<file path="config.mk">
export PLATFORM = sky130hd
export DESIGN_NAME = ebt_timer
export DESIGN_NICKNAME = d
export VERILOG_FILES = /design/src/rtl/ebt_pkg.sv /design/src/rtl/ebt_timer.sv
export SDC_FILE = /design/constraint.sdc
export NUM_CORES = 1
export LEC_CHECK = 0
export BUFFER_PORTS_ARGS = -buffer_cell sky130_fd_sc_hd__buf_4
export CAP_MARGIN = 10
export CORE_UTILIZATION = 50
export DETAILED_ROUTE_END_ITERATION = 8
export PLACE_DENSITY_LB_ADDON = 0.1
export SKIP_LAST_GASP = 1
export SYNTH_ARGS = -nofsm -noshare
export SYNTH_HDL_FRONTEND = slang
export SYNTH_SLANG_ARGS = --single-unit
</file>
<file path="constraint.sdc">
create_clock -name i_clk -period 3.5 [get_ports i_clk]
set_clock_uncertainty 0.15 [all_clocks]
set_input_delay 0.35 -clock i_clk [delete_from_list [all_inputs] [get_ports i_clk]]
set_output_delay 0.35 -clock i_clk [all_outputs]
set_load 0.01 [all_outputs]
</file>
<file path="src/rtl/ebt_pkg.sv">
// constants and the state record for the eight-bit trigger timer
package ebt_pkg;
  // ==========================================================
  // register offsets on the plain register port
  localparam int           ADDR_W     = 3;
  localparam logic [2:0]   ADDR_CNT   = 3'h0;
  localparam logic [2:0]   ADDR_CMPA  = 3'h1;
  localparam logic [2:0]   ADDR_CMPB  = 3'h2;
  localparam logic [2:0]   ADDR_CTRL0 = 3'h3;
  localparam logic [2:0]   ADDR_CTRL1 = 3'h4;
  localparam logic [2:0]   ADDR_CSR   = 3'h5;
  // ==========================================================
  // field positions, first control register
  localparam int           C0_IEB     = 7;
  localparam int           C0_IEA     = 6;
  localparam int           C0_OVERFLOW_IRQ_ENABLE    = 5;
  localparam int           C0_CLR_LO  = 3;
  localparam int           C0_CKS_LO  = 0;
  // field positions, second control register
  localparam int           C1_EDG_LO  = 3;
  localparam int           C1_TRIGGER_START_ENABLE    = 2;
  localparam int           C1_ICKS    = 0;
  // field positions, control/status register
  localparam int           CS_MATCH_FLAG_B    = 7;
  localparam int           CS_MATCH_FLAG_A    = 6;
  localparam int           CS_OVF     = 5;
  localparam int           CS_OSB_LO  = 2;
  localparam int           CS_OSA_LO  = 0;
  // ==========================================================
  // reset values, read-as-one and writable masks, counter top
  localparam logic [7:0]   RST_ZERO   = 8'h00;
  localparam logic [7:0]   C1_ONES    = 8'he2;
  localparam logic [7:0]   C1_RW      = 8'h1d;
  localparam logic [7:0]   CS_ONES    = 8'h10;
  localparam logic [7:0]   CNT_TOP    = 8'hff;
  // ==========================================================
  // field encodings
  localparam logic [1:0]   CLR_NONE   = 2'h0;
  localparam logic [1:0]   CLR_MA     = 2'h1;
  localparam logic [1:0]   CLR_MB     = 2'h2;
  localparam logic [1:0]   CLR_PIN    = 2'h3;
  localparam logic [1:0]   EDG_OFF    = 2'h0;
  localparam logic [1:0]   EDG_RISE   = 2'h1;
  localparam logic [1:0]   EDG_FALL   = 2'h2;
  localparam logic [1:0]   OS_KEEP    = 2'h0;
  localparam logic [1:0]   OS_LOW     = 2'h1;
  localparam logic [1:0]   OS_HIGH    = 2'h2;
  localparam logic [1:0]   OS_TOG     = 2'h3;
  localparam int           DIV_W      = 7;
  localparam logic [6:0]   DIV_ONE    = 7'h01;

  // all registered state of the timer
  typedef struct packed {
    logic [7:0]       cnt;     // up counter
    logic [7:0]       cmpa;    // compare value a
    logic [7:0]       cmpb;    // compare value b
    logic [7:0]       ctrl0;   // first control register
    logic [7:0]       ctrl1;   // second control register, writable bits
    logic [7:0]       csr;     // flags and output selects
    logic [2:0]       seen;    // flag read as one since last clear
    logic             run;     // trigger-start gate
    logic             wave;    // waveform output level
    logic [DIV_W-1:0] div;     // free-running system clock divider
    logic             lvl;     // previous selected clock level
    logic [2:0]       trg_s;   // trigger pin synchroniser and history
    logic [2:0]       clr_s;   // clear pin synchroniser and history
    logic [2:0]       ext_s;   // external clock synchroniser and history
    logic [7:0]       rdata;   // read data, one cycle after the strobe
  } ebt_state_t;
endpackage : ebt_pkg

</file>
<file path="src/rtl/ebt_timer.sv">
// eight-bit trigger timer: counter, two compares, waveform pin, register port
//
// Design decisions made here: the strobed register port and the register addresses.
`timescale 1ns/1ps
module ebt_timer (
  // clock and reset
  input  wire logic                      i_clk,
  input  wire logic                      i_rst,
  // register port
  input  wire logic [ebt_pkg::ADDR_W-1:0] i_addr,
  input  wire logic [7:0]                i_wdata,
  input  wire logic                      i_wr,
  input  wire logic                      i_rd,
  output logic      [7:0]                o_rdata,
  // pins
  input  wire logic                      i_trigger_pin,
  input  wire logic                      i_clear_input_pin,
  input  wire logic                      i_ext_clk_pin,
  output logic                           o_waveform_out,
  // interrupt requests
  output logic                           o_ovf_req,
  output logic                           o_match_a_req,
  output logic                           o_match_b_req
);

  // ==========================================================
  // helpers

  // divider bit that carries the selected divided clock
  function automatic logic [2:0] div_bit(input logic [1:0] cks_lo, input logic icks);
    div_bit = 3'({cks_lo, icks} - 3'h1);
  endfunction : div_bit

  // true when a flag bit is to be cleared by this write
  function automatic logic flag_clr(input logic wr, input logic wbit, input logic seen);
    flag_clr = wr & ~wbit & seen;
  endfunction : flag_clr

  // ==========================================================
  // state
  ebt_pkg::ebt_state_t r;        // registered state
  ebt_pkg::ebt_state_t next_r;   // next state

  // decoded control fields
  logic [2:0] cks;               // clock source field
  logic       icks;              // internal divide select
  logic [1:0] clr_sel;           // clear select
  logic [1:0] edg_sel;           // trigger edge select
  logic       trigger_start_enable;              // trigger start enable
  logic [1:0] os_a;              // output action on match a
  logic [1:0] os_b;              // output action on match b
  // write strobes per register
  logic       wr_cnt;
  logic       wr_cmpa;
  logic       wr_cmpb;
  logic       wr_csr;
  // events
  logic       lvl_now;           // selected clock level this cycle
  logic       raw_tick;          // clock edge seen, before gating
  logic       tick;              // increment this cycle
  logic       match_a;           // compare match a event
  logic       match_b;           // compare match b event
  logic       pin_clr;           // clear pin rising edge
  logic       clear;             // counter clear this cycle
  logic       trg_ev;            // selected trigger edge
  logic       ovf_ev;            // wrap from top to zero
  logic       ext_rise;
  logic       ext_fall;
  logic       trg_rise;
  logic       trg_fall;
  logic [7:0] rd_mux;            // read data before registering

  // ==========================================================
  // field decode
  assign cks     = r.ctrl0[ebt_pkg::C0_CKS_LO +: 3];
  assign icks    = r.ctrl1[ebt_pkg::C1_ICKS];
  assign clr_sel = r.ctrl0[ebt_pkg::C0_CLR_LO +: 2];
  assign edg_sel = r.ctrl1[ebt_pkg::C1_EDG_LO +: 2];
  assign trigger_start_enable    = r.ctrl1[ebt_pkg::C1_TRIGGER_START_ENABLE];
  assign os_a    = r.csr[ebt_pkg::CS_OSA_LO +: 2];
  assign os_b    = r.csr[ebt_pkg::CS_OSB_LO +: 2];

  assign wr_cnt  = i_wr & (i_addr == ebt_pkg::ADDR_CNT);
  assign wr_cmpa = i_wr & (i_addr == ebt_pkg::ADDR_CMPA);
  assign wr_cmpb = i_wr & (i_addr == ebt_pkg::ADDR_CMPB);
  assign wr_csr  = i_wr & (i_addr == ebt_pkg::ADDR_CSR);

  // ==========================================================
  // pin edges: only the second and third stages are looked at
  assign ext_rise = r.ext_s[1] & ~r.ext_s[2];
  assign ext_fall = ~r.ext_s[1] & r.ext_s[2];
  assign trg_rise = r.trg_s[1] & ~r.trg_s[2];
  assign trg_fall = ~r.trg_s[1] & r.trg_s[2];
  // a pulse held 1.5 clocks is always caught by the three-stage sampler
  assign pin_clr  = r.clr_s[1] & ~r.clr_s[2];

  // trigger edge decode
  always_comb
  begin
    unique case (edg_sel)
      ebt_pkg::EDG_OFF:  trg_ev = 1'b0;
      ebt_pkg::EDG_RISE: trg_ev = trg_rise;
      ebt_pkg::EDG_FALL: trg_ev = trg_fall;
      default:           trg_ev = trg_rise | trg_fall;
    endcase
  end

  // ==========================================================
  // count clock selection
  // the previous level is kept across source changes on purpose: a switch
  // from a high to a low internal source looks like a falling edge and counts once
  always_comb
  begin
    lvl_now  = 1'b0;
    raw_tick = 1'b0;
    if (!cks[2] && cks[1:0] != 2'h0)
    begin
      // internal divided clock, counted on its falling edge
      lvl_now  = r.div[div_bit(cks[1:0], icks)];
      raw_tick = r.lvl & ~lvl_now;
    end
    else if (cks[2])
    begin
      // external clock pin; code 100 leaves the clock off
      lvl_now = r.ext_s[2];
      unique case (cks[1:0])
        2'h1:    raw_tick = ext_rise;
        2'h2:    raw_tick = ext_fall;
        2'h3:    raw_tick = ext_rise | ext_fall;
        default: raw_tick = 1'b0;
      endcase
    end
  end

  // counting needs no run bit unless the trigger gate is in use
  assign tick = raw_tick & (~trigger_start_enable | r.run);

  // ==========================================================
  // compare, clear and overflow events
  // a match is raised on the increment that leaves the equal value, so it
  // lands in the last state in which counter and compare agree
  assign match_a = tick & (r.cnt == r.cmpa) & ~wr_cmpa;
  assign match_b = tick & (r.cnt == r.cmpb) & ~wr_cmpb;

  always_comb
  begin
    unique case (clr_sel)
      ebt_pkg::CLR_NONE: clear = 1'b0;
      ebt_pkg::CLR_MA:   clear = match_a;
      ebt_pkg::CLR_MB:   clear = match_b;
      default:           clear = pin_clr;
    endcase
  end

  // wrap only when the increment actually happens
  assign ovf_ev = tick & (r.cnt == ebt_pkg::CNT_TOP) & ~clear & ~wr_cnt;

  // ==========================================================
  // read mux
  always_comb
  begin
    unique case (i_addr)
      ebt_pkg::ADDR_CNT:   rd_mux = r.cnt;
      ebt_pkg::ADDR_CMPA:  rd_mux = r.cmpa;
      ebt_pkg::ADDR_CMPB:  rd_mux = r.cmpb;
      ebt_pkg::ADDR_CTRL0: rd_mux = r.ctrl0;
      ebt_pkg::ADDR_CTRL1: rd_mux = r.ctrl1 | ebt_pkg::C1_ONES;
      ebt_pkg::ADDR_CSR:   rd_mux = r.csr | ebt_pkg::CS_ONES;
      default:             rd_mux = ebt_pkg::RST_ZERO;
    endcase
  end

  // ==========================================================
  // next state
  always_comb
  begin
    next_r       = r;
    // free-running divider stands in for the shared prescaler
    next_r.div   = r.div + ebt_pkg::DIV_ONE;
    next_r.lvl   = lvl_now;
    // pin samplers: stage 0 feeds stage 1 and nothing else
    next_r.trg_s = {r.trg_s[1:0], i_trigger_pin};
    next_r.clr_s = {r.clr_s[1:0], i_clear_input_pin};
    next_r.ext_s = {r.ext_s[1:0], i_ext_clk_pin};

    // counter: clear, then write, then increment
    if (clear)
      next_r.cnt = ebt_pkg::RST_ZERO;
    else if (wr_cnt)
      next_r.cnt = i_wdata;
    else if (tick)
      next_r.cnt = r.cnt + 8'h01;

    // trigger gate: an edge in the clear cycle restarts the count
    if (trigger_start_enable && trg_ev)
      next_r.run = 1'b1;
    else if (trigger_start_enable && clear)
      next_r.run = 1'b0;

    // plain register writes
    if (wr_cmpa)
      next_r.cmpa = i_wdata;
    if (wr_cmpb)
      next_r.cmpb = i_wdata;
    if (i_wr && i_addr == ebt_pkg::ADDR_CTRL0)
      next_r.ctrl0 = i_wdata;
    if (i_wr && i_addr == ebt_pkg::ADDR_CTRL1)
      next_r.ctrl1 = i_wdata & ebt_pkg::C1_RW;
    if (wr_csr)
      next_r.csr[3:0] = i_wdata[3:0];

    // flags: read-one then write-zero clears; a new event wins
    if (flag_clr(wr_csr, i_wdata[ebt_pkg::CS_MATCH_FLAG_B], r.seen[2]))
      next_r.csr[ebt_pkg::CS_MATCH_FLAG_B] = 1'b0;
    if (flag_clr(wr_csr, i_wdata[ebt_pkg::CS_MATCH_FLAG_A], r.seen[1]))
      next_r.csr[ebt_pkg::CS_MATCH_FLAG_A] = 1'b0;
    if (flag_clr(wr_csr, i_wdata[ebt_pkg::CS_OVF], r.seen[0]))
      next_r.csr[ebt_pkg::CS_OVF] = 1'b0;
    if (match_b)
      next_r.csr[ebt_pkg::CS_MATCH_FLAG_B] = 1'b1;
    if (match_a)
      next_r.csr[ebt_pkg::CS_MATCH_FLAG_A] = 1'b1;
    if (ovf_ev)
      next_r.csr[ebt_pkg::CS_OVF] = 1'b1;

    // remember which flags were read as one; forget once cleared
    if (i_rd && i_addr == ebt_pkg::ADDR_CSR)
      next_r.seen = r.seen | r.csr[7:5];
    next_r.seen = next_r.seen & next_r.csr[7:5];

    // waveform pin: toggle beats high, high beats low
    if ((match_a && os_a == ebt_pkg::OS_TOG) || (match_b && os_b == ebt_pkg::OS_TOG))
      next_r.wave = ~r.wave;
    else if ((match_a && os_a == ebt_pkg::OS_HIGH) || (match_b && os_b == ebt_pkg::OS_HIGH))
      next_r.wave = 1'b1;
    else if ((match_a && os_a == ebt_pkg::OS_LOW) || (match_b && os_b == ebt_pkg::OS_LOW))
      next_r.wave = 1'b0;

    // read data stands only in the cycle after the strobe
    next_r.rdata = i_rd ? rd_mux : ebt_pkg::RST_ZERO;
  end

  // ==========================================================
  // state register
  always_ff @(posedge i_clk)
  begin
    if (i_rst)
    begin
      r       <= '0;
      r.ctrl1 <= ebt_pkg::RST_ZERO;
    end
    else
      r <= next_r;
  end

  // ==========================================================
  // outputs; the request lines stay up while flag and enable are both set
  assign o_rdata        = r.rdata;
  assign o_waveform_out = r.wave;
  assign o_ovf_req      = r.csr[ebt_pkg::CS_OVF]  & r.ctrl0[ebt_pkg::C0_OVERFLOW_IRQ_ENABLE];
  assign o_match_a_req  = r.csr[ebt_pkg::CS_MATCH_FLAG_A] & r.ctrl0[ebt_pkg::C0_IEA];
  assign o_match_b_req  = r.csr[ebt_pkg::CS_MATCH_FLAG_B] & r.ctrl0[ebt_pkg::C0_IEB];
endmodule : ebt_timer

</file>
==> metrics.json, run 1 <==
{
  "vias_in_the_first_global_route": {"value": 2777},
  "library_cells_used_by_synthesis": {"value": 53},
  "floorplan.io_pins": {"value": 30},
  "worst_setup_path_start_kind": {"value": "register"},
  "yosysWarnings": {"value": 0},
  "worst_slew_margin_rel": {"value": 51.7, "unit": "%"},
  "avgRoutedWirePerCell": {"value": 16.9, "unit": "um"},
  "die_area": {"value": 7780, "unit": "sq um"},
  "post_cts_hold_buffer_count": {"value": 0},
  "critPathKind": {"value": "register to register"},
  "power_density": {"value": 419, "unit": "nW/um^2"},
  "final_max_slew_viol_count": {"value": 0},
  "effective_utilization_at_floorplan": {"value": 51.5, "unit": "%"},
  "synth_nets": {"value": 474},
  "ys_dominant_reg_cell": {"value": "dfxtp_1"},
  "vias": {"value": 3099},
  "synth.ff_latch_count": {"value": 73},
  "final.hold.worst_slack": {"value": 0.0575, "unit": "ns"},
  "synth_cells": {"value": 449},
  "report.final.setup_viol": {"value": 0},
  "postPlaceCellArea": {"value": 3850, "unit": "sq um"},
  "global_route.usage.total": {"value": 26.2, "unit": "%"},
  "worstMarginPinSlew": {"value": 0.722, "unit": "ns"},
  "finalNonFillerCells": {"value": 553},
  "syn-cell-area": {"value": 3720, "unit": "sq um"},
  "detail-route-antenna-nets": {"value": 0},
  "grt_setup_unrepaired": {"value": "false"},
  "clock-root-buffer": {"value": "clkbuf_8"},
  "core": {"value": 7210, "unit": "sq um"},
  "diodes": {"value": 0},
  "nets": {"value": 474},
  "number_of_enable_flip_flop_cells_after_synthesis": {"value": 0},
  "dr.pass1.iters": {"value": 4},
  "worst_setup_hold_path_clk_slew": {"value": 0.08, "unit": "ns"},
  "cts_setup_buffers": {"value": 0},
  "max_freq": {"value": 389, "unit": "MHz"},
  "route.detailed.vias_per_inst": {"value": 5.60},
  "place_congestion": {"value": 0.935},
  "final_total_negative_setup_slack": {"value": 0, "unit": "ns"},
  "standard_cell_rows": {"value": 31},
  "die_width": {"value": 88.2, "unit": "um"},
  "async_flop_share": {"value": 0, "unit": "%"},
  "max_cap_violations": {"value": 0},
  "timing.final.crit_share": {"value": 73.5, "unit": "%"},
  "crit_required": {"value": 3.58, "unit": "ns"},
  "floorplan.die.height": {"value": 88.2, "unit": "um"},
  "insertion_delay": {"value": 0.35, "unit": "ns"},
  "syn_area_per_cell": {"value": 8.28, "unit": "sq um"},
  "yosysSeqAreaShare": {"value": 39.3, "unit": "%"},
  "drc": {"value": 0},
  "clock_tree_from_tritoncts": {"value": "done"},
  "hold_path.class": {"value": "input pin to register"},
  "first_iter_violations": {"value": 217},
  "wirelength": {"value": 9340, "unit": "um"},
  "cts_htree_levels": {"value": 3},
  "hpwlAfterDp": {"value": 6620, "unit": "um"},
  "grt_overflow_total": {"value": 0},
  "clockBufferDepth": {"value": 2},
  "critical_path_arrival": {"value": 2.65, "unit": "ns"},
  "critical_path_peak_fanout": {"value": 9},
  "synthToLayoutAreaGrowth": {"value": 8.92, "unit": "%"},
  "dp_cells": {"value": 537},
  "grt_first_pass_wirelength": {"value": 14900, "unit": "um"},
  "layout_min_cycle_time": {"value": 2.57, "unit": "ns"},
  "cts_num_sinks": {"value": 73},
  "outcome": {"value": "finished clean"},
  "drive_gt1_share": {"value": 13.4, "unit": "%"},
  "largest_net_degree_at_the_start_of_global_routing": {"value": 56},
  "io_buffer_count": {"value": 29},
  "tritoncts.num_buffers": {"value": 9},
  "final_design_area_no_fill": {"value": 4050, "unit": "sq um"},
  "critical_path.endpoint_type": {"value": "register"},
  "antenna_found_initial": {"value": 0},
  "static_leak": {"value": 1.42, "unit": "nW"},
  "ir_drop": {"value": 0.322, "unit": "mV"},
  "final_hold_viol_count": {"value": 0},
  "gates_resized_cts_repair": {"value": 0}
}
==> stage by stage <==
| stage | setup slack, ns | total power, mW | utilization [%] |
|---|---|---|---|
| after floorplan | 0.985 | 1.00 | - |
| after global placement | 0.948 | 1.05 | 53.4 |
| after detailed placement | 0.866 | 1.05 | 53.4 |
| after CTS | 0.917 | 1.71 | 56.1 |
| after global routing | 0.760 | 1.77 | 56.1 |
| final | 0.929 | 1.69 | 56.1 |
==> state kept, by name, indices dropped and copies added (netlist names) <==
name,flops
o_rdata,8
r,46
os_a,2
os_b,2
edg_sel,2
cks,3
next_r,6
icks,1
clr_sel,2
o_waveform_out,1
==> cell type report <==
| cell class | instances | area (sq um) |
|---|---|---|
| fillers | 696 | 3170 |
| multi-input cells | 326 | 2010 |
| flip-flops and latches | 73 | 1460 |
| repair buffers | 29 | 218 |
| clock buffers | 11 | 141 |
| well taps | 99 | 124 |
| clock inverters | 5 | 55.1 |
| inverters | 10 | 37.5 |
==> synthesized netlist by cell type, drive strengths merged (10+ instances only) <==
cell type,instances,share of area [%]
dfxtp,73,39
nand2,72,7.3
a21oi,42,5.7
nor2,39,3.9
xnor2,26,6.1
clkbuf,22,2.2
buf,18,3.3
a211oi,15,3.0
nor2b,15,2.5
nand3,11,1.5
inv,10,1.0
mux2i,10,2.7
==> worst max-delay path, stage by stage (launching register included) <==
cell and delay [ns]:
dfxtp_1 0.38, inv_1 0.10, ha_1 0.35, mux4_2 0.55, nand2_2 0.11, o211ai_4 0.12, and2_4 0.22, o21bai_2 0.36
o21ai_0 0.12
==> worst paths after layout <==
kind         cells past startpoint  slack, ns              start          to
max                              8       0.93             cks[0]       r[26]
max reg2reg                      8       0.93             cks[0]       r[26]
min                              2       0.06  i_clear_input_pin  next_r[12]
min reg2reg                      1       0.29         next_r[12]  next_r[13]
==> per-layer routing <==
layer | up-vias | global-route usage [%] | part of all wire (%)
met5 | - | 0 | 0
met4 | 0 | 8.06 | 1.9
met3 | 14 | 6.53 | 6.2
met2 | 86 | 40.0 | 44
met1 | 1464 | 36.4 | 48
li1 | 1535 | - | -
==> report_power, final <==
part / internal (mW) / total, mW / switching (mW)
logic: 0.0627 / 0.161 / 0.0984
registers: 0.852 / 0.876 / 0.0240
clock network: 0.346 / 0.657 / 0.311
total: 1.26 / 1.69 / 0.433
==> layout by cell type (no fill, tap or decap), drive strengths merged, types with 2 or more instances in the layout <==
cell type	netlist	final
nor2b	15	15
nand4	5	5
nor3	7	7
o21ai	9	9
a211oi	15	15
inv	10	10
xor2	2	2
a21oi	42	42
a31oi	4	4
nand2	72	72
a22oi	6	6
a21boi	2	2
mux2	7	7
a2bb2oi	2	2
nand3	11	11
a2111oi	2	2
ha	7	7
o21bai	2	2
and2	6	6
xnor2	26	26
o211ai	3	3
a31o	2	2
nor2	39	39
nand2b	4	4
mux2i	10	10
dfxtp	73	73
and3b	3	3
clkinv	0	2
buf	18	29
nand4b	2	2
and3	6	6
clkbuf	22	11
clkinvlp	0	2
a221oi	3	3
==> cell families (layout without fill, tap and decap cells) <==
group                    Yosys count  after routing  synth area share (%)
AO/OA/AOI/OAI                     97             97                  17.0
XOR/XNOR                          28             28                  6.60
adder cells (fa/ha/maj)            7              7                  2.36
buffers and inverters             50             55                  6.57
flip-flops                        73             73                  39.3
multiplexers                      18             18                  5.42
AND/OR/NAND/NOR                  176            176                  22.8
(Power assumes the default switching activity.)
==> run 2: changes to the inputs <==
==> constraint.sdc (replaced) <==
create_clock -name i_clk -period 2.7 [get_ports i_clk]
set_clock_uncertainty 0.15 [all_clocks]
set_input_delay 0.27 -clock i_clk [delete_from_list [all_inputs] [get_ports i_clk]]
set_output_delay 0.27 -clock i_clk [all_outputs]
set_load 0.01 [all_outputs]
==> run 2 against run 1 <==
Fmax grew 0.51%. Highest routed layer unchanged. Critical path depth stayed put. Core utilization grew 2.2 points. Clock power grew 33%. Setup slack worse by 0.79 ns. Sequential power up 29%. Critical path type unchanged. Cell count is 3.1% higher. Critical endpoint is now o_waveform_out. Combinational power up 50%. Via count rose by 4.1%.
==> metrics.json, run 2 (synthesized netlist as in run 1, its figures left out) <==
{
  "outcome": {"value": "finished clean"},
  "critical_path_source": {"value": "icks"},
  "effective_utilization_at_floorplan": {"value": 51.5, "unit": "%"},
  "postPlaceCellArea": {"value": 3960, "unit": "sq um"},
  "clock_power_share": {"value": 38.8, "unit": "%"},
  "critPathKind": {"value": "register to register"},
  "max_flop_register": {"value": "r"},
  "die_area": {"value": 7780, "unit": "sq um"},
  "worst_setup_path_start_kind": {"value": "register"},
  "clock_tree_from_tritoncts": {"value": "done"},
  "place_congestion": {"value": 0.915},
  "layout_min_cycle_time": {"value": 2.56, "unit": "ns"},
  "floorplan.die.height": {"value": 88.2, "unit": "um"},
  "clock-root-buffer": {"value": "clkbuf_8"},
  "standard_cell_rows": {"value": 31},
  "cts_num_sinks": {"value": 73},
  "grt_overflow_total": {"value": 0},
  "critical_path.cell_chain": {"value": "inv_1 -> ha_4 -> mux4_2 -> nand2_2 -> o211ai_4 -> and2_4 -> or3_1 -> a211oi_1"},
  "pre_cts_ws": {"value": 0.108, "unit": "ns"},
  "detail-route-antenna-nets": {"value": 0},
  "die_width": {"value": 88.2, "unit": "um"},
  "layout.cells.most_common": {"value": "dfxtp_1"},
  "worst-r2r-cell-count": {"value": 8},
  "finalNonFillerCells": {"value": 570},
  "final_total_negative_setup_slack": {"value": 0, "unit": "ns"},
  "route.detailed.vias_per_inst": {"value": 5.66},
  "hpwlAfterDp": {"value": 7140, "unit": "um"},
  "worst_setup_hold_path_clk_slew": {"value": 0.08, "unit": "ns"},
  "final_design_area_no_fill": {"value": 4210, "unit": "sq um"},
  "dr.pass1.iters": {"value": 4},
  "critical_path_arrival": {"value": 2.67, "unit": "ns"},
  "final_max_slew_viol_count": {"value": 0},
  "first_iter_violations": {"value": 247},
  "report.final.setup_viol": {"value": 0},
  "met3RoutedLength": {"value": 727, "unit": "um"},
  "wirelength": {"value": 10000, "unit": "um"},
  "final.hold.worst_slack": {"value": 0.0651, "unit": "ns"},
  "static_leak": {"value": 1.51, "unit": "nW"},
  "global_route.usage.total": {"value": 27.8, "unit": "%"},
  "netSwitchingFraction": {"value": 25.5, "unit": "%"},
  "switching_power": {"value": 0.572, "unit": "mW"},
  "crit_required": {"value": 2.81, "unit": "ns"},
  "dp_cells": {"value": 552},
  "intPower": {"value": 1.67, "unit": "mW"},
  "vias_in_the_first_global_route": {"value": 3004},
  "drive_gt1_share": {"value": 16.1, "unit": "%"},
  "critPathBufInv": {"value": 1},
  "vias": {"value": 3226},
  "cts_htree_levels": {"value": 3},
  "nets": {"value": 492},
  "design_power_total": {"value": 2.25, "unit": "mW"},
  "timing.final.ws_setup": {"value": 0.142, "unit": "ns"},
  "holdPathStages": {"value": 3},
  "antenna_found_initial": {"value": 0},
  "r2r_slack": {"value": 0.14, "unit": "ns"},
  "max_cap_violations": {"value": 0},
  "diodes": {"value": 0},
  "ir_drop": {"value": 0.357, "unit": "mV"},
  "timing.critical_path.max_delay_family": {"value": "simple AND/OR/NAND/NOR gates"},
  "critical_path_peak_fanout": {"value": 8},
  "synthToLayoutAreaGrowth": {"value": 13.3, "unit": "%"},
  "comb_power_share": {"value": 10.8, "unit": "%"},
  "critical_path.endpoint_type": {"value": "register"},
  "max_freq": {"value": 391, "unit": "MHz"},
  "floorplan.io_pins": {"value": 30},
  "core": {"value": 7210, "unit": "sq um"},
  "tritoncts.num_buffers": {"value": 9},
  "avgRoutedWirePerCell": {"value": 17.5, "unit": "um"},
  "worstMarginPinSlew": {"value": 0.525, "unit": "ns"},
  "slowest_delay": {"value": 0.54, "unit": "ns"},
  "detailed_route_wirelength_on_metal2": {"value": 4540, "unit": "um"},
  "power_density": {"value": 534, "unit": "nW/um^2"},
  "clockBufferDepth": {"value": 2},
  "regToRegStartpoint": {"value": "icks"},
  "insertion_delay": {"value": 0.36, "unit": "ns"},
  "hold_path.class": {"value": "input pin to register"},
  "cts_setup_buffers": {"value": 0},
  "worst_slew_margin_rel": {"value": 64.9, "unit": "%"},
  "worstReg2RegEnd": {"value": "o_waveform_out"},
  "timing.hold.worst_endpoint": {"value": "r[56]"},
  "utilization": {"value": 58.3, "unit": "%"},
  "largest_register_ff_count": {"value": 46},
  "grt_first_pass_wirelength": {"value": 15800, "unit": "um"},
  "critPathSlowestCell": {"value": "mux4_2"},
  "drc": {"value": 0},
  "grt_setup_unrepaired": {"value": "false"},
  "final_hold_viol_count": {"value": 0},
  "top_layer_used": {"value": "met4"},
  "timing.hold.worst.start": {"value": "i_wdata[2]"},
  "timing.final.crit_share": {"value": 94.8, "unit": "%"},
  "mostFrequentLayoutCells": {"value": "73 x dfxtp_1, 71 x nand2_1, 44 x buf_4"},
  "flop_pwr_share": {"value": 50.5, "unit": "%"},
  "m1WireLength": {"value": 4500, "unit": "um"},
  "largest_net_degree_at_the_start_of_global_routing": {"value": 33},
  "io_buffer_count": {"value": 29}
}
-- run 2: cell count changes in the layout (fill, tap and decap cells not counted) --
cell,before,now
buf_4,29,44
clkbuf_8,10,11
clkinvlp_4,2,0
dlygate4sd3_1,0,3
ha_1,7,6
ha_4,0,1
o21bai_2,1,0
o21bai_4,0,1
-- run 2: area by class of cell --
class | instances | area, sq um
Timing Repair Buffer | 47 | 360
Tap cell | 99 | 124
Clock inverter | 3 | 40.0
Sequential cell | 73 | 1460
Inverter | 10 | 37.5
Fill cell | 720 | 3010
Clock buffer | 12 | 155
Multi-Input combinational cell | 326 | 2030
-- run 2: repair_timing --
item	4_1_cts	5_1_grt
hold endpoints to repair	3	0
gates resized for setup	0	2
endpoints found under the setup margin	0	10
hold buffers	3	0
-- run 2: worst max path at each step --
stage / slack (ns) / endpoint / depth (start not counted)
finish: 0.14 / o_waveform_out / 8
global route: 0.05 / o_waveform_out / 8
CTS: 0.09 / o_waveform_out / 8
detailed placement: 0.11 / r[26] / 8
global placement: 0.18 / o_waveform_out / 8
floorplan: 0.19 / o_waveform_out / 9
-- run 2: worst min-delay path: stages --
cell and delay (ns):
buf_4 0.15, nand2_1 0.06, a21oi_1 0.05
-- run 2: layer usage --
metal	vias up	GRT usage, %
li1	1566	-
met1	1551	37.3
met2	92	42.4
met3	17	6.62
met4	0	12.6
met5	-	0
-- run 2: power by group through the flow --
stage,sequential (mW),clock (mW),combinational [mW]
global placement,1.16,0,0.230
floorplan,1.14,0,0.155
finish,1.13,0.872,0.242
global route,1.14,0.933,0.262
CTS,1.13,0.888,0.237
detailed placement,1.16,0,0.232
==> run 3: changes to the inputs <==
--- a/config.mk
+++ b/config.mk
@@ -7,6 +7,7 @@
 export LEC_CHECK = 0
 export BUFFER_PORTS_ARGS = -buffer_cell sky130_fd_sc_hd__buf_4
 export CAP_MARGIN = 10
+export CORE_ASPECT_RATIO = 2
 export CORE_UTILIZATION = 50
 export DETAILED_ROUTE_END_ITERATION = 8
 export PLACE_DENSITY_LB_ADDON = 0.1
==> run 3 against run 2 <==
Hold slack better by 0.017 ns. Combinational power is 2% lower. Die area is 0.27% higher. Cell area is 1.8% higher. Global-route usage is 0.61 points higher. Setup slack better by 0.0085 ns. Power is 14% higher. Fmax is 0.33% higher. Clock power is 36% higher. First-iteration DRC count is 30% lower. Critical endpoint unchanged. Largest power group is now the clock network.
==> metrics.json, run 3 (synthesized netlist as in run 1, its figures left out) <==
{
  "floorplan.die.height": {"value": 124, "unit": "um"},
  "seq_area": {"value": 1460, "unit": "sq um"},
  "largest_net_degree_at_the_start_of_global_routing": {"value": 55},
  "core": {"value": 7210, "unit": "sq um"},
  "clock_tree_from_tritoncts": {"value": "done"},
  "hold_path.class": {"value": "input pin to register"},
  "max_freq": {"value": 392, "unit": "MHz"},
  "worstMarginPinSlew": {"value": 0.783, "unit": "ns"},
  "grt.met1_usage": {"value": 29.5, "unit": "%"},
  "groute.layer.met3.usage": {"value": 5.13, "unit": "%"},
  "io_buffer_count": {"value": 29},
  "layout_min_cycle_time": {"value": 2.55, "unit": "ns"},
  "critPathKind": {"value": "register to register"},
  "timing.final.ws_setup": {"value": 0.150, "unit": "ns"},
  "global_route.usage.total": {"value": 28.4, "unit": "%"},
  "standard_cell_rows": {"value": 44},
  "die_area": {"value": 7800, "unit": "sq um"},
  "grt.met2_usage": {"value": 49.4, "unit": "%"},
  "first_iter_violations": {"value": 173},
  "vias_in_the_first_global_route": {"value": 3104},
  "max_flop_register": {"value": "r"},
  "clockBufferDepth": {"value": 2},
  "layout.cells.most_common": {"value": "dfxtp_1"},
  "report.final.setup_viol": {"value": 0},
  "finalNonFillerCells": {"value": 562},
  "effective_utilization_at_floorplan": {"value": 51.5, "unit": "%"},
  "largest_register_ff_count": {"value": 46},
  "grt_setup_unrepaired": {"value": "false"},
  "hpwlAfterDp": {"value": 7480, "unit": "um"},
  "grt_first_pass_wirelength": {"value": 16200, "unit": "um"},
  "grt_overflow_total": {"value": 0},
  "avgRoutedWirePerCell": {"value": 18.1, "unit": "um"},
  "ir_drop": {"value": 0.382, "unit": "mV"},
  "diodes": {"value": 0},
  "timing.final.crit_share": {"value": 94.4, "unit": "%"},
  "cts_num_sinks": {"value": 73},
  "clock-root-buffer": {"value": "clkbuf_16"},
  "detail-route-antenna-nets": {"value": 0},
  "critical_path_peak_fanout": {"value": 8},
  "insertion_delay": {"value": 0.34, "unit": "ns"},
  "nets": {"value": 491},
  "dp_cells": {"value": 544},
  "cts_htree_levels": {"value": 3},
  "drive_gt1_share": {"value": 16.0, "unit": "%"},
  "die_width": {"value": 63.0, "unit": "um"},
  "synthToLayoutAreaGrowth": {"value": 15.4, "unit": "%"},
  "final_hold_viol_count": {"value": 0},
  "route.detailed.vias_per_inst": {"value": 5.70},
  "top_usage_layer": {"value": "met2"},
  "place_congestion": {"value": 0.927},
  "mostFrequentLayoutCells": {"value": "73 x dfxtp_1, 71 x nand2_1, 43 x buf_4"},
  "tritoncts.num_buffers": {"value": 9},
  "outcome": {"value": "finished clean"},
  "multi_input_comb_area": {"value": 2020, "unit": "sq um"},
  "final_max_slew_viol_count": {"value": 0},
  "design_power_total": {"value": 2.56, "unit": "mW"},
  "static_leak": {"value": 1.55, "unit": "nW"},
  "power_density": {"value": 597, "unit": "nW/um^2"},
  "crit_required": {"value": 2.80, "unit": "ns"},
  "wirelength": {"value": 10200, "unit": "um"},
  "critical_path.endpoint_type": {"value": "register"},
  "floorplan.io_pins": {"value": 30},
  "antenna_found_initial": {"value": 0},
  "dr.pass1.iters": {"value": 5},
  "worst_setup_hold_path_clk_slew": {"value": 0.05, "unit": "ns"},
  "worst_slew_margin_rel": {"value": 47.7, "unit": "%"},
  "vias": {"value": 3202},
  "pre_cts_ws": {"value": 0.0877, "unit": "ns"},
  "drc": {"value": 0},
  "max_cap_violations": {"value": 0},
  "critical_path_arrival": {"value": 2.65, "unit": "ns"},
  "final_total_negative_setup_slack": {"value": 0, "unit": "ns"},
  "n_fill_cell": {"value": 640},
  "worst_setup_path_start_kind": {"value": "register"},
  "final.hold.worst_slack": {"value": 0.0818, "unit": "ns"}
}
==> run 3: changes by cell type in the layout (fill, tap and decap cells not counted), sizes merged <==
| cell | change |
|---|---|
| buf | -1 |
==> run 3: final timing paths <==
path / start / cells past startpoint / end / slack (ns)
max: cks[0] / 8 / o_waveform_out / 0.15
min: i_wdata[2] / 3 / r[64] / 0.08
max reg2reg: cks[0] / 8 / o_waveform_out / 0.15
min reg2reg: next_r[9] / 1 / next_r[10] / 0.29
==> run 3: cell type report <==
type,count,share of cell area [%]
tap,92,2.69
sequential,73,34.1
inverter,10,0.876
multi-input combinational,326,47.2
clock buffer,12,5.98
clock inverter,3,0.934
timing repair buffer,46,8.23
==> run 3: critical path, cell delays in order, from the launching register on <==
cell      delay [ns]
dfxtp_1         0.37
inv_1           0.12
ha_4            0.30
mux4_2          0.53
nand2_2         0.11
o211ai_4        0.13
and2_4          0.22
or3_1           0.34
a211oi_1        0.19
==> run 3: what timing repair did <==
item,CTS,global route
gates resized for setup,0,2
hold buffers,3,0
setup endpoints to repair,0,4
endpoints found under the hold margin,3,0
setup buffers,0,0
==> run 3: report_power, final <==
part | leakage [nW] | switching, mW | internal, mW
Sequential | 0.593 | 0.0291 | 1.11
Clock | 0.148 | 0.429 | 0.757
Combinational | 0.811 | 0.139 | 0.0989
==> run 3: metal layers <==
layer | wire length (um) | share of wire [%]
met5 | 0 | 0
met2 | 5230 | 51
met4 | 670 | 6.6
met1 | 3830 | 38
met3 | 452 | 4.4
==> run 3: through the flow <==
step / utilization, % / instance area (sq um)
6_report: 59.4 / 4290
5_1_grt: 59.4 / 4290
4_1_cts: 59.3 / 4270
3_5_place_dp: 54.7 / 3950
3_3_place_gp: 54.7 / 3950
2_1_floorplan: - / 3720
